### config.mk
export PLATFORM = sky130hd
export DESIGN_NAME = scg_sample_clock
export DESIGN_NICKNAME = d
export VERILOG_FILES = /design/src/inc/scg_pkg.sv /design/src/hw/scg_sample_clock.sv
export SDC_FILE = /design/constraint.sdc
export NUM_CORES = 2
export LEC_CHECK = 0
export BUFFER_PORTS_ARGS = -buffer_cell sky130_fd_sc_hd__buf_2
export CORE_MARGIN = 2
export CORE_UTILIZATION = 61
export CTS_BUF_LIST = sky130_fd_sc_hd__clkbuf_8
export DETAILED_ROUTE_END_ITERATION = 16
export PLACE_DENSITY = 0.87
export SLEW_MARGIN = 10
export SYNTH_ARGS = -nofsm -noshare
export SYNTH_HDL_FRONTEND = slang
export SYNTH_SLANG_ARGS = --single-unit
### constraint.sdc
create_clock -name mclk -period 46.6 [get_ports mclk]
set_input_delay 4.66 -clock mclk [delete_from_list [all_inputs] [get_ports mclk]]
set_output_delay 4.66 -clock mclk [all_outputs]
set_load 0.1 [all_outputs]
### src/inc/scg_pkg.sv
/*
  Constants, types and register map of the sample clock generator.
  Assumes a 250 MHz system clock and a 32-bit AXI4-Lite register port.
*/
`default_nettype none
package scg_pkg;
  // System clock and its period
  localparam logic [31:0] MCLK_HZ      = 32'h0EE6_B280;  // 250 MHz
  localparam logic [31:0] MCLK_NS      = 32'h0000_0004;  // 4 ns
  // Register indices; byte address is four times the index
  localparam int          ADDR_W       = 18;
  localparam logic [15:0] IDX_RATE     = 16'h4E20;  // sample_rate_request
  localparam logic [15:0] IDX_PLL      = 16'h4E3E;  // pll_path_select
  localparam logic [15:0] IDX_EXTDIV   = 16'h4E48;  // external clock divider
  localparam logic [15:0] IDX_EXTSRC   = 16'h4E84;  // external_clock_source_enable
  localparam logic [15:0] IDX_CLKOUT   = 16'h4E8E;  // clock_output_enable
  localparam logic [15:0] IDX_TERM     = 16'h4E98;  // clock_input_termination
  localparam logic [15:0] IDX_REF      = 16'h4EAC;  // pll_reference_select
  localparam logic [15:0] IDX_ACQ      = 16'h0100;  // acquisition run control
  localparam logic [15:0] IDX_STATUS   = 16'h0101;  // clock status
  // Rate limits and references
  localparam logic [31:0] MIN_HZ       = 32'h0000_03E8;  // 1 kHz
  localparam logic [31:0] MAX_HZ_LOW   = 32'h0001_86A0;  // 100 kS/s model
  localparam logic [31:0] MAX_HZ_MID   = 32'h0003_D090;  // 250 kS/s model
  localparam logic [31:0] MAX_HZ_TOP   = 32'h0007_A120;  // 500 kS/s model
  localparam logic [31:0] INT_REF_HZ   = 32'h0262_5A00;  // 40 MHz on-board
  localparam logic [31:0] BPL_REF_HZ   = 32'h0098_9680;  // 10 MHz backplane
  localparam logic [31:0] EXT_REF_MIN  = 32'h000F_4240;  // 1 MHz
  localparam logic [31:0] EXT_REF_MAX  = 32'h0773_5940;  // 125 MHz
  localparam logic [31:0] REF_BPL_CODE = 32'hFFFF_FFFF;  // value -1
  localparam logic [31:0] REF_INT_CODE = 32'h0000_0000;
  // Reset values
  localparam logic [31:0] RATE_RESET   = 32'h0001_86A0;
  localparam logic        PLL_RESET    = 1'b1;
  localparam logic [31:0] EXTDIV_RESET = 32'h0000_0001;
  // Status bit positions
  localparam int          ST_RUN_BIT   = 0;
  localparam int          ST_EXT_BIT   = 1;
  localparam int          ST_PLL_BIT   = 2;
  localparam int          ST_BAD_BIT   = 3;
  localparam int          ST_REF_LSB   = 4;
  // Quartz divider set
  localparam int          NUM_DIV      = 17;
  localparam logic [31:0] QDIV [NUM_DIV] = '{
    32'h0000_0001, 32'h0000_0002, 32'h0000_0004, 32'h0000_0008, 32'h0000_000A,
    32'h0000_0010, 32'h0000_0014, 32'h0000_0028, 32'h0000_0032, 32'h0000_0050,
    32'h0000_0064, 32'h0000_00C8, 32'h0000_0190, 32'h0000_01F4, 32'h0000_0320,
    32'h0000_03E8, 32'h0000_07D0};
  // AXI responses
  localparam logic [1:0]  RESP_OKAY    = 2'b00;
  localparam logic [1:0]  RESP_SLVERR  = 2'b10;

  typedef enum logic [1:0] {
    REF_INTERNAL  = 2'b00,
    REF_EXTERNAL  = 2'b01,
    REF_BACKPLANE = 2'b10
  } scg_ref_t;

  typedef enum logic {
    ST_IDLE = 1'b0,
    ST_RUN  = 1'b1
  } scg_state_t;

  // Clock setup as one unit, pending or frozen for a run
  typedef struct packed {
    logic [31:0] rate;
    logic        pll_on;
    logic        ext_on;
    logic [31:0] ext_div;
    scg_ref_t    ref_sel;
    logic [31:0] ref_hz;
  } scg_cfg_t;
endpackage : scg_pkg
`default_nettype wire

### src/hw/scg_sample_clock.sv
/*
  Sample clock generator: register file on AXI4-Lite, rate resolution for
  the PLL and quartz paths, reference selection, external clock divider and
  connector control. Assumes all inputs are synchronous to mclk; the
  connector pin is resolved by the surrounding logic from its enable.
*/
// Local design decision: the AXI4-Lite register port.
`timescale 1ns/1ns
`default_nettype none

// Summary of operation
// - Default source is PLL plus dividers fed by the 40 MHz on-board reference.
// - Software writes requested rate in hertz; it sets up clock generation.
// - Reading the rate returns the nearest achievable rate, not the raw request.
// - Clock output drives the connector only when enabled under internal clocking.
// - Internal rate never goes below 1 kHz.
// - Upper rate bound is one of three per-model maxima.
// - PLL control 1 (default) selects PLL path, 0 selects quartz divider.
// - Without PLL, rate is quartz divided by one of seventeen fixed dividers.
// - Quartz runs at the model maximum so divider one gives top rate.
// - Quartz mode still picks and reports the closest achievable rate.
// - Reference 0 is internal, -1 is backplane; other values give exact external hertz, 1-125 MHz.
// - External reference routes the connector clock into the PLL.
// - PLL multiplier and divider derive from reference and requested rate.
// - 50 ohm load only while connector is an input; else high impedance.
// - Backplane reference can feed the PLL.
// - External clock can be divided down into a slower sample clock.
// - External source enable 1 takes connector as sample clock; 0 internal.
// - Reference value minus one selects the backplane 10 MHz reference.
module scg_sample_clock
  import scg_pkg::*;
#(
  parameter logic [31:0] VARIANT_MAX_HZ = MAX_HZ_LOW  // Model maximum rate
) (
  input  wire logic              mclk,           // System clock
  input  wire logic              rst_n,          // Synchronous reset
  input  wire logic [ADDR_W-1:0] s_axi_awaddr,   // Write address
  input  wire logic              s_axi_awvalid,  // Write address valid
  output logic                   s_axi_awready,  // Write address ready
  input  wire logic [31:0]       s_axi_wdata,    // Write data
  input  wire logic [3:0]        s_axi_wstrb,    // Write byte lanes
  input  wire logic              s_axi_wvalid,   // Write data valid
  output logic                   s_axi_wready,   // Write data ready
  output logic [1:0]             s_axi_bresp,    // Write response
  output logic                   s_axi_bvalid,   // Write response valid
  input  wire logic              s_axi_bready,   // Write response ready
  input  wire logic [ADDR_W-1:0] s_axi_araddr,   // Read address
  input  wire logic              s_axi_arvalid,  // Read address valid
  output logic                   s_axi_arready,  // Read address ready
  output logic [31:0]            s_axi_rdata,    // Read data
  output logic [1:0]             s_axi_rresp,    // Read response
  output logic                   s_axi_rvalid,   // Read data valid
  input  wire logic              s_axi_rready,   // Read data ready
  input  wire logic              clk_conn_in,    // Connector level in
  output logic                   clk_conn_out,   // Connector level out
  output logic                   clk_conn_oe,    // Connector driven
  output logic                   term_load_en,   // 50 ohm load switch
  output logic [1:0]             pll_ref_route,  // PLL reference mux
  output logic                   pll_path_on,    // PLL path in use
  output logic [31:0]            pll_mult,       // PLL multiplier
  output logic [31:0]            pll_div,        // PLL divider
  output logic                   sample_clk,     // Sample clock
  output logic                   sample_tick     // One pulse per sample
);

  // Software-visible settings
  logic [31:0] rate_req;
  logic        pll_sel;
  logic [31:0] ext_div;
  logic        ext_src;
  logic        clk_out_en;
  logic        term_sel;
  logic [31:0] ref_val;
  logic        acq_run;

  // Pending and frozen setup, and run state
  scg_cfg_t    pend_cfg;
  scg_cfg_t    act_cfg;
  scg_state_t  state;

  // Rate resolution
  logic [31:0] clamp_rate;
  logic [31:0] qz_rate [NUM_DIV];
  logic [31:0] qz_dist [NUM_DIV];
  logic [31:0] qz_best;
  logic [31:0] achieved;
  logic        ref_bad;
  logic [31:0] status;

  // Bus slave state
  logic              aw_held;
  logic              w_held;
  logic [ADDR_W-1:0] aw_addr;
  logic [31:0]       w_data;
  logic [3:0]        w_strb;
  logic              wr_go;
  logic              wr_hit;
  logic [31:0]       rd_word;
  logic              rd_hit;

  // Generators
  logic [31:0] acc;
  logic [31:0] next_acc;
  logic        conn_prev;
  logic [31:0] ext_cnt;

  // Merge written byte lanes into an old word
  function automatic logic [31:0] merge(input logic [31:0] old, input logic [31:0] nw,
                                        input logic [3:0] strb);
    logic [31:0] res;
    res = old;
    for (int b = 0; b < 4; b++) begin
      if (strb[b]) begin
        res[8*b +: 8] = nw[8*b +: 8];
      end
    end
    return res;
  endfunction : merge

  // Request clamped into the model band before either path resolves it
  always_comb begin
    if (rate_req < MIN_HZ) begin
      clamp_rate = MIN_HZ;
    end else if (rate_req > VARIANT_MAX_HZ) begin
      clamp_rate = VARIANT_MAX_HZ;
    end else begin
      clamp_rate = rate_req;
    end
  end

  // Quartz at model maximum; one candidate per divider
  for (genvar i = 0; i < NUM_DIV; i++) begin : g_qz
    assign qz_rate[i] = VARIANT_MAX_HZ / QDIV[i];
    assign qz_dist[i] = (qz_rate[i] < MIN_HZ) ? 32'hFFFF_FFFF :
                        (qz_rate[i] > clamp_rate) ? qz_rate[i] - clamp_rate :
                        clamp_rate - qz_rate[i];
  end

  // Closest quartz rate; ties keep the faster rate
  always_comb begin
    logic [31:0] best_d;
    best_d  = 32'hFFFF_FFFF;
    qz_best = qz_rate[0];
    for (int i = 0; i < NUM_DIV; i++) begin
      if (qz_dist[i] < best_d) begin
        best_d  = qz_dist[i];
        qz_best = qz_rate[i];
      end
    end
  end

  // PLL resolves every integer rate in band, so it reports the clamped value
  assign achieved = pll_sel ? clamp_rate : qz_best;
  assign ref_bad  = (ref_val != REF_INT_CODE) && (ref_val != REF_BPL_CODE) &&
                    ((ref_val < EXT_REF_MIN) || (ref_val > EXT_REF_MAX));

  // Pending setup built from the registers
  always_comb begin
    pend_cfg         = '0;
    pend_cfg.rate    = achieved;
    pend_cfg.pll_on  = pll_sel;
    pend_cfg.ext_on  = ext_src;
    pend_cfg.ext_div = (ext_div == 32'h0000_0000) ? EXTDIV_RESET : ext_div;
    if (ref_val == REF_INT_CODE) begin
      pend_cfg.ref_sel = REF_INTERNAL;
      pend_cfg.ref_hz  = INT_REF_HZ;
    end else if (ref_val == REF_BPL_CODE) begin
      pend_cfg.ref_sel = REF_BACKPLANE;
      pend_cfg.ref_hz  = BPL_REF_HZ;
    end else begin
      pend_cfg.ref_sel = REF_EXTERNAL;
      pend_cfg.ref_hz  = ref_val;
    end
  end

  // Run state; the setup is frozen at the start and held through the run
  always_ff @(posedge mclk) begin
    if (!rst_n) begin
      state   <= ST_IDLE;
      act_cfg <= '0;
    end else begin
      case (state)
        ST_IDLE: begin
          if (acq_run) begin
            state   <= ST_RUN;
            act_cfg <= pend_cfg;
          end
        end
        ST_RUN: begin
          if (!acq_run) begin
            state <= ST_IDLE;
          end
        end
        default: state <= ST_IDLE;
      endcase
    end
  end

  // PLL programming words follow the frozen reference and rate
  assign pll_ref_route = act_cfg.ref_sel;
  assign pll_path_on   = act_cfg.pll_on;
  assign pll_mult      = act_cfg.rate;
  assign pll_div       = act_cfg.ref_hz;

  // Write channel: address and data taken in either order, one at a time
  assign s_axi_awready = !aw_held && !s_axi_bvalid;
  assign s_axi_wready  = !w_held && !s_axi_bvalid;
  assign wr_go         = aw_held && w_held && !s_axi_bvalid;
  assign wr_hit = (aw_addr[ADDR_W-1:2] == IDX_RATE) || (aw_addr[ADDR_W-1:2] == IDX_PLL) ||
                  (aw_addr[ADDR_W-1:2] == IDX_EXTDIV) || (aw_addr[ADDR_W-1:2] == IDX_EXTSRC) ||
                  (aw_addr[ADDR_W-1:2] == IDX_CLKOUT) || (aw_addr[ADDR_W-1:2] == IDX_TERM) ||
                  (aw_addr[ADDR_W-1:2] == IDX_REF) || (aw_addr[ADDR_W-1:2] == IDX_ACQ) ||
                  (aw_addr[ADDR_W-1:2] == IDX_STATUS);

  // Capture address and data, then answer
  always_ff @(posedge mclk) begin
    if (!rst_n) begin
      aw_held      <= 1'b0;
      w_held       <= 1'b0;
      aw_addr      <= '0;
      w_data       <= 32'h0000_0000;
      w_strb       <= 4'h0;
      s_axi_bvalid <= 1'b0;
      s_axi_bresp  <= RESP_OKAY;
    end else begin
      if (s_axi_awvalid && s_axi_awready) begin
        aw_held <= 1'b1;
        aw_addr <= s_axi_awaddr;
      end
      if (s_axi_wvalid && s_axi_wready) begin
        w_held <= 1'b1;
        w_data <= s_axi_wdata;
        w_strb <= s_axi_wstrb;
      end
      if (wr_go) begin
        aw_held      <= 1'b0;
        w_held       <= 1'b0;
        s_axi_bvalid <= 1'b1;
        s_axi_bresp  <= wr_hit ? RESP_OKAY : RESP_SLVERR;
      end else if (s_axi_bready) begin
        s_axi_bvalid <= 1'b0;
      end
    end
  end

  // Register writes; status is read only and silently keeps its value
  always_ff @(posedge mclk) begin
    if (!rst_n) begin
      rate_req   <= RATE_RESET;
      pll_sel    <= PLL_RESET;
      ext_div    <= EXTDIV_RESET;
      ext_src    <= 1'b0;
      clk_out_en <= 1'b0;
      term_sel   <= 1'b0;
      ref_val    <= REF_INT_CODE;
      acq_run    <= 1'b0;
    end else if (wr_go) begin
      if (aw_addr[ADDR_W-1:2] == IDX_RATE) begin
        rate_req <= merge(rate_req, w_data, w_strb);
      end else if (aw_addr[ADDR_W-1:2] == IDX_PLL) begin
        pll_sel <= w_strb[0] ? w_data[0] : pll_sel;
      end else if (aw_addr[ADDR_W-1:2] == IDX_EXTDIV) begin
        ext_div <= merge(ext_div, w_data, w_strb);
      end else if (aw_addr[ADDR_W-1:2] == IDX_EXTSRC) begin
        ext_src <= w_strb[0] ? w_data[0] : ext_src;
      end else if (aw_addr[ADDR_W-1:2] == IDX_CLKOUT) begin
        clk_out_en <= w_strb[0] ? w_data[0] : clk_out_en;
      end else if (aw_addr[ADDR_W-1:2] == IDX_TERM) begin
        term_sel <= w_strb[0] ? w_data[0] : term_sel;
      end else if (aw_addr[ADDR_W-1:2] == IDX_REF) begin
        ref_val <= merge(ref_val, w_data, w_strb);
      end else if (aw_addr[ADDR_W-1:2] == IDX_ACQ) begin
        acq_run <= w_strb[0] ? w_data[0] : acq_run;
      end
    end
  end

  // Status shows the frozen setup, except the bad-reference bit, which follows the pending reference
  always_comb begin
    status = 32'h0000_0000;
    status[ST_RUN_BIT] = (state == ST_RUN);
    status[ST_EXT_BIT] = act_cfg.ext_on;
    status[ST_PLL_BIT] = act_cfg.pll_on;
    status[ST_BAD_BIT] = ref_bad;
    status[ST_REF_LSB +: 2] = act_cfg.ref_sel;
  end

  // Read decode
  always_comb begin
    rd_word = 32'h0000_0000;
    rd_hit  = 1'b1;
    if (s_axi_araddr[ADDR_W-1:2] == IDX_RATE) begin
      rd_word = achieved;
    end else if (s_axi_araddr[ADDR_W-1:2] == IDX_PLL) begin
      rd_word[0] = pll_sel;
    end else if (s_axi_araddr[ADDR_W-1:2] == IDX_EXTDIV) begin
      rd_word = ext_div;
    end else if (s_axi_araddr[ADDR_W-1:2] == IDX_EXTSRC) begin
      rd_word[0] = ext_src;
    end else if (s_axi_araddr[ADDR_W-1:2] == IDX_CLKOUT) begin
      rd_word[0] = clk_out_en;
    end else if (s_axi_araddr[ADDR_W-1:2] == IDX_TERM) begin
      rd_word[0] = term_sel;
    end else if (s_axi_araddr[ADDR_W-1:2] == IDX_REF) begin
      rd_word = ref_val;
    end else if (s_axi_araddr[ADDR_W-1:2] == IDX_ACQ) begin
      rd_word[0] = acq_run;
    end else if (s_axi_araddr[ADDR_W-1:2] == IDX_STATUS) begin
      rd_word = status;
    end else begin
      rd_hit = 1'b0;
    end
  end

  // Read channel: one outstanding read, answered the cycle after it is taken
  assign s_axi_arready = !s_axi_rvalid;
  always_ff @(posedge mclk) begin
    if (!rst_n) begin
      s_axi_rvalid <= 1'b0;
      s_axi_rdata  <= 32'h0000_0000;
      s_axi_rresp  <= RESP_OKAY;
    end else if (s_axi_arvalid && s_axi_arready) begin
      s_axi_rvalid <= 1'b1;
      s_axi_rdata  <= rd_word;
      s_axi_rresp  <= rd_hit ? RESP_OKAY : RESP_SLVERR;
    end else if (s_axi_rready) begin
      s_axi_rvalid <= 1'b0;
    end
  end

  // Internal generator: phase accumulator at twice the rate gives a square wave
  assign next_acc = acc + {act_cfg.rate[30:0], 1'b0};
  always_ff @(posedge mclk) begin
    if (!rst_n || state != ST_RUN || act_cfg.ext_on) begin
      acc        <= 32'h0000_0000;
      sample_clk <= 1'b0;
    end else if (next_acc >= MCLK_HZ) begin
      acc        <= next_acc - MCLK_HZ;
      sample_clk <= !sample_clk;
    end else begin
      acc <= next_acc;
    end
  end

  // External divider counts connector rising edges
  always_ff @(posedge mclk) begin
    if (!rst_n) begin
      conn_prev <= 1'b0;
      ext_cnt   <= 32'h0000_0000;
    end else begin
      conn_prev <= clk_conn_in;
      if (state != ST_RUN || !act_cfg.ext_on) begin
        ext_cnt <= 32'h0000_0000;
      end else if (clk_conn_in && !conn_prev) begin
        ext_cnt <= (ext_cnt + 32'h0000_0001 >= act_cfg.ext_div) ? 32'h0000_0000 :
                   ext_cnt + 32'h0000_0001;
      end
    end
  end

  // Sample strobe: internal rising edge, or each divided external edge
  always_ff @(posedge mclk) begin
    if (!rst_n || state != ST_RUN) begin
      sample_tick <= 1'b0;
    end else if (act_cfg.ext_on) begin
      sample_tick <= clk_conn_in && !conn_prev &&
                     (ext_cnt + 32'h0000_0001 >= act_cfg.ext_div);
    end else begin
      sample_tick <= !sample_clk && (next_acc >= MCLK_HZ);
    end
  end

  // Connector: drive only under internal clocking; the load only as an input
  assign clk_conn_oe  = clk_out_en && !act_cfg.ext_on;
  assign clk_conn_out = clk_conn_oe && sample_clk;
  assign term_load_en = term_sel && !clk_conn_oe;
endmodule : scg_sample_clock
`default_nettype wire

# Yosys cells after proc, flatten, opt, wreduce, memory -nomap -nowiden

Cells that the tools add are included.

$lt $le $gt $ge: 34
Add/sub/neg operators: 25
Eq/ne operators: 20
Multiplexer cells: 82
Bitwise gates (word level): 9
Reduce and logical (&&, ||, !) cells: 61

Operators by type and width:

| kind                   | number |
|---|---|
| $mux 32                | 36 |
| $lt 32x32->1           | 10 |
| $mux 17                | 16 |
| $eq 16x15->1 const B   | 14 |
| $lt 32x32->1 const A   | 6 |
| $mux 31                | 4 |
| $mux 34                | 2 |
| $eq 16x9->1 const B    | 4 |
| $gt 11x32->1 const A   | 2 |
| $gt 13x32->1 const A   | 2 |
| $gt 14x32->1 const A   | 2 |
| $logic_not 32->1       | 2 |
| $sub 11x32->32 const A | 2 |
| $sub 13x32->32 const A | 2 |
| $sub 14x32->32 const A | 2 |
| $sub 32x11->32 const B | 2 |
| $sub 32x13->32 const B | 2 |
| $sub 32x14->32 const B | 2 |
| $reduce_and 9->1       | 4 |
| $add 32x1->32 const B  | 1 |
| $add 32x32->32         | 1 |
| $eq 32x32->1 const B   | 1 |
| $ge 32x28->1 const B   | 1 |
| $ge 32x32->1           | 1 |
| 41 further kinds       | 110 |

Register bits: 363
Output and inout bits: 113
Word-level logic and storage cells: 270

# Logic depth before layout (Yosys ltp)

Depth in word-level cells: 41
Gate-level depth with buffers: 196

# Worst setup path after synthesis

OpenSTA, ideal clock, no wires.

Kind: register -> register
From: register rate_req[12]
To: register s_axi_rdata[9]
Data required time: 46.529 ns
Period minus slack after synthesis: 32.828 ns
Arrival time: 32.757 ns
Stages on the path, launching flop included: 181
Slack: 13.772 ns
Path buffers: 27
Path through: dfxtp_1 buf_2 and4bb_2 nand3_1 nor3_2 o21ai_1 or3_1 clkbuf_1 inv_1 clkbuf_1 ha_1 clkbuf_1 nand3_1 a21bo_2 a21oi_1 o211ai_1 o21a_1 clkbuf_1 [145 not listed] o21ai_0 nand2b_1 a21oi_1 o21ai_0 a21o_1 a21o_1 a21o_1 a21o_1 a21oi_1 nor2b_1 o21ai_0 a211o_1 a21oi_1 and2_1 nor2_1 nand2_1 a31o_2 a21oi_1

Cells in the longest elaborated chain, start to end: 41
Elaborated cells between the ends (all ways): 98
Those cells by class: 22 x add/sub; 30 x order compare; 46 x mux

Ends and longest elaborated chain:

| element                                      | line                    | RTL |
|---|---|---|
| from (decl)                                  | scg_sample_clock.sv:67  | `logic [31:0] rate_req;` |
| from (signal assigned)                       | scg_sample_clock.sv:259 | `rate_req <= merge(rate_req, w_data, w_strb);` |
| $gt 32x17->1                                 | scg_sample_clock.sv:124 | `end else if (rate_req > VARIANT_MAX_HZ) begin` |
| $mux 32                                      | scg_sample_clock.sv:124 |  |
| $mux 32 *                                    | scg_sample_clock.sv:122 | `if (rate_req < MIN_HZ) begin` |
| $sub 32x17->32, or another cell as far along | scg_sample_clock.sv:136 | `clamp_rate - qz_rate[i];` |
| $mux 32                                      | scg_sample_clock.sv:135 | `(qz_rate[i] > clamp_rate) ? qz_rate[i] - clamp_rate :` |
| $lt 32x32->1                                 | scg_sample_clock.sv:145 | `if (qz_dist[i] < best_d) begin` |
| $mux 32                                      | scg_sample_clock.sv:145 |  |
| $lt 32x32->1                                 | scg_sample_clock.sv:145 |  |
| [25 not listed]                              | --                      |  |
| $lt 32x32->1                                 | scg_sample_clock.sv:145 |  |
| $mux 32                                      | scg_sample_clock.sv:145 |  |
| $lt 32x32->1                                 | scg_sample_clock.sv:145 |  |
| $mux 32                                      | scg_sample_clock.sv:145 |  |
| $lt 32x32->1                                 | scg_sample_clock.sv:145 |  |
| $mux 17                                      | scg_sample_clock.sv:145 |  |
| $mux 32 *                                    | scg_sample_clock.sv:153 | `assign achieved = pll_sel ? clamp_rate : qz_best;` |
| $mux 32 *                                    | scg_sample_clock.sv:292 | `if (s_axi_araddr[ADDR_W-1:2] == IDX_RATE) begin` |
| to (signal assigned)                         | scg_sample_clock.sv:324 | `s_axi_rdata <= rd_word;` |
| to (decl)                                    | scg_sample_clock.sv:50  | `output logic [31:0] s_axi_rdata,` |

Mark *: on every way between the ends. The rest lies on a longest branch, timed or not.
A chain may end at the register's enable or synchronous reset.

# Worst setup path in the final report

From: register rate_req[11]
To: register s_axi_rdata[1]

Same word-level chain as after synthesis.

==> flow_metrics.tcl <==
set metrics [dict create \
    cp_common_cell "sky130_fd_sc_hd__a21o_1" \
    critical-path-slowest-cell "sky130_fd_sc_hd__o21ai_1" \
    number_of_top_level_design_ports 193 \
    timing.setup.critical_path_class "reg2reg" \
    outcome "complete, no violations" \
    worst_setup_path_start_kind "register" \
    effective_utilization_at_floorplan_pct 62.0 \
    worst_slew_pin_slew_ns 1.15 \
    clk-insertion-delay-late_ns 0.60 \
    unique_masters_post_synth 99 \
    hold_path_class "reg2reg" \
    reg2reg_slack_ns 7.11 \
    first_pass_grt_wire_length_um 197000 \
    clkTransAtPathRegs_ns 0.07 \
    postSynthAreaPerCell_um2 7.43 \
    mostFrequentLayoutCells "553 x sky130_fd_sc_hd__nand2_1, 382 x sky130_fd_sc_hd__ha_1, 377 x sky130_fd_sc_hd__nor2_1" \
    antenna_violations_before_repair 9 \
    dp_cells 5409 \
    cts-root-buf "sky130_fd_sc_hd__clkbuf_8" \
    dieWidth_um 244 \
    synth_warnings 0 \
    cts.repair_timing.setup_buffer_count 0 \
    stdcell_count 5503 \
    total_overflow_reported_by_the_global_router 0 \
    portion_of_synthesized_cell_area_occupied_by_the_leading_cell_type_pct 20.4 \
    detail_route.wirelength_um 130000 \
    hold_viol_final 0 \
    seq_area_frac_synth_pct 20.4 \
    global_route.usage.total_pct 41.9 \
    routed_length_per_placed_instance_um 23.5 \
    critPathMaxFanout 56 \
    num_vias 36789 \
    finalSetupViolations 0 \
    synth_enable_flop_cells 0 \
    grt_setup_unrepaired "no" \
    netlist_area_pre_place_um2 35100 \
    cts.repair.resized 0 \
    async_flop_share_pct 0 \
    gp_routability_congestion 1.04 \
    dp_hpwl_um 94700 \
    syn2layout_area_growth_pct 6.50 \
    design.die.area_um2 59500 \
    yosys_register_bits 358 \
    fin_worst_skew_ns 0.0342 \
    drt_first_pass_iters 8 \
    layout_worst_path_cycle_share_pct 84.8 \
    slew-limit-headroom_pct 22.8 \
    clock_tree.htree_level_count 2 \
    drc 0 \
    dominantRegCellSynth "sky130_fd_sc_hd__dfxtp_1" \
    grt_start_max_net_pins 128 \
    cap_violations 0 \
    die_y_um 244 \
    synthDominantAreaCellType "sky130_fd_sc_hd__dfxtp_1" \
    worst_ep_arrival_time_ns 39.92 \
    fin_nets 5167 \
    final_antenna_net_count 0 \
    buffer_ports.inserted 186 \
    detail_route.vias_per_cell 6.69 \
    clock_tree_from_tritoncts "yes" \
    cpPeakStageDelay_ns 0.80 \
    fin_tns_setup_ns 0 \
    most_frequent_standard_cell_in_the_layout_excluding_fill_and_tap_cells "sky130_fd_sc_hd__nand2_1" \
    cts_sinks 358 \
    cts-root-to-sink-buffers 3 \
    hold_ws_ns 0.463 \
    tritoncts.num_buffers 48 \
    final_layout_size_suffix_gt1_share_pct 9.95 \
    detailedRoute.firstIterationViolations 3936 \
    placementRows 87 \
    core_area_um2 56600 \
    cp.required_ns 47.03 \
    max_freq_mhz 25.3 \
    finalMaxSlewViolations 0 \
    netlist_top_cells_area "sky130_fd_sc_hd__dfxtp_1 20%, sky130_fd_sc_hd__ha_1 14%, sky130_fd_sc_hd__nand2_1 5.9%, sky130_fd_sc_hd__a21oi_1 5.0%, sky130_fd_sc_hd__xnor2_1 4.8%" \
    synthesis.instances 4726 \
    period_minus_slack_ns 39.49 \
    first_global_vias 34764 \
    cts_hold_buffers 0 \
    timing.critical_path.to_type "register" \
]
## cell type report
type / count / area [µm²]
multi-input combinational: 3900 / 26000
fill: 4799 / 19200
sequential: 358 / 7170
timing repair buffer: 281 / 1650
tap: 756 / 946
clock buffer: 62 / 853
inverter: 115 / 432
clock inverter: 28 / 344
antenna: 3 / 7.51
## worst max-delay path, delay by kind of cell (launching register included)
family,cells,cell delay [ns]
muxes,4,1.45
and+or+nand+nor,37,8.80
AOI/OAI and AO/OA,95,20.65
DFF,1,0.53
adders and majority gates,11,3.59
xor gates and xnor gates,1,0.12
buffers and inverters,13,4.01
## cells by family (layout without fill, tap and decap cells)
kind of cell,Yosys count,in the layout,share of synthesized area [%]
AOI/OAI and AO/OA,1361,1361,24.8
xor gates and xnor gates,228,228,5.69
adders and majority gates,383,383,13.7
buffers and inverters,469,486,5.91
DFF,358,358,20.4
muxes,160,160,4.69
other,1,5,0.0107
and+or+nand+nor,1766,1766,24.8
## state kept, by name, indices dropped and copies added (netlist names), 2 cells and up
signal	count
pll_mult	32
ext_div	32
s_axi_rdata	32
rate_req	32
aw_addr	16
act_cfg	33
pll_ref_route	2
pll_div	32
acc	31
w_strb	4
w_data	32
ref_val	32
ext_cnt	32
## synth_stat cells (7+ instances only)
library cell	number
sky130_fd_sc_hd__nand3b_1	31
sky130_fd_sc_hd__o21bai_1	7
sky130_fd_sc_hd__nand4b_1	7
sky130_fd_sc_hd__a31oi_1	47
sky130_fd_sc_hd__and4_1	20
sky130_fd_sc_hd__o22ai_1	11
sky130_fd_sc_hd__nor2b_1	136
sky130_fd_sc_hd__or3_1	27
sky130_fd_sc_hd__xor2_1	34
sky130_fd_sc_hd__o21ai_1	18
sky130_fd_sc_hd__nor4_1	42
sky130_fd_sc_hd__a211oi_1	37
sky130_fd_sc_hd__buf_2	31
sky130_fd_sc_hd__or2_2	15
sky130_fd_sc_hd__a21o_1	130
sky130_fd_sc_hd__nor2_1	379
sky130_fd_sc_hd__buf_4	69
sky130_fd_sc_hd__dfxtp_1	358
sky130_fd_sc_hd__a221oi_1	30
sky130_fd_sc_hd__a41oi_1	13
sky130_fd_sc_hd__o21ai_0	321
sky130_fd_sc_hd__ha_1	382
sky130_fd_sc_hd__nor3b_1	23
sky130_fd_sc_hd__buf_1	41
sky130_fd_sc_hd__xnor2_1	194
sky130_fd_sc_hd__inv_1	112
sky130_fd_sc_hd__o211ai_1	23
sky130_fd_sc_hd__nand2_1	553
sky130_fd_sc_hd__and3_1	69
sky130_fd_sc_hd__nand2b_1	62
sky130_fd_sc_hd__mux2i_1	125
sky130_fd_sc_hd__o21a_1	98
sky130_fd_sc_hd__nand4_1	80
sky130_fd_sc_hd__a21oi_1	351
sky130_fd_sc_hd__and2_1	38
sky130_fd_sc_hd__a211o_1	7
sky130_fd_sc_hd__a21boi_0	151
sky130_fd_sc_hd__o31ai_1	23
sky130_fd_sc_hd__a221o_1	7
sky130_fd_sc_hd__nand3_1	154
sky130_fd_sc_hd__nor3_1	96
sky130_fd_sc_hd__clkbuf_1	211
sky130_fd_sc_hd__mux2_2	35
## per-stage QoR
stage / cell area [µm²] / util, % / setup WS, ns
5_1_grt: 37400 / 66.0 / 5.12
3_3_place_gp: 36200 / 63.9 / 9.07
3_5_place_dp: 36200 / 63.9 / 8.49
2_1_floorplan: 35100 / - / 13.77
4_1_cts: 37400 / 66.0 / 8.41
6_report: 37400 / 66.0 / 7.11
## final timing paths
path | to | cells past startpoint | start
max | s_axi_rdata[1]$_SDFFE_PN0P_ | 161 | rate_req[11]$_SDFFE_PN0P_
min | aw_addr[17]$_SDFFE_PN0P_ | 2 | aw_addr[17]$_SDFFE_PN0P_
max reg2reg | s_axi_rdata[1]$_SDFFE_PN0P_ | 161 | rate_req[11]$_SDFFE_PN0P_
min reg2reg | aw_addr[17]$_SDFFE_PN0P_ | 2 | aw_addr[17]$_SDFFE_PN0P_
## per-layer routing
| layer | routed length (µm) | global-route usage, % | up-vias |
|---|---|---|---|
| met5 | 78 | 0 | - |
| li1 | - | - | 16873 |
| met3 | 13800 | 9.10 | 641 |
| met4 | 10600 | 29.7 | 10 |
| met2 | 56800 | 66.4 | 2174 |
| met1 | 48300 | 50.2 | 17091 |
Power is left out: the tool's default activity adds up to more than one toggle a clock period on the data nets, which glitch-free logic cannot reach.
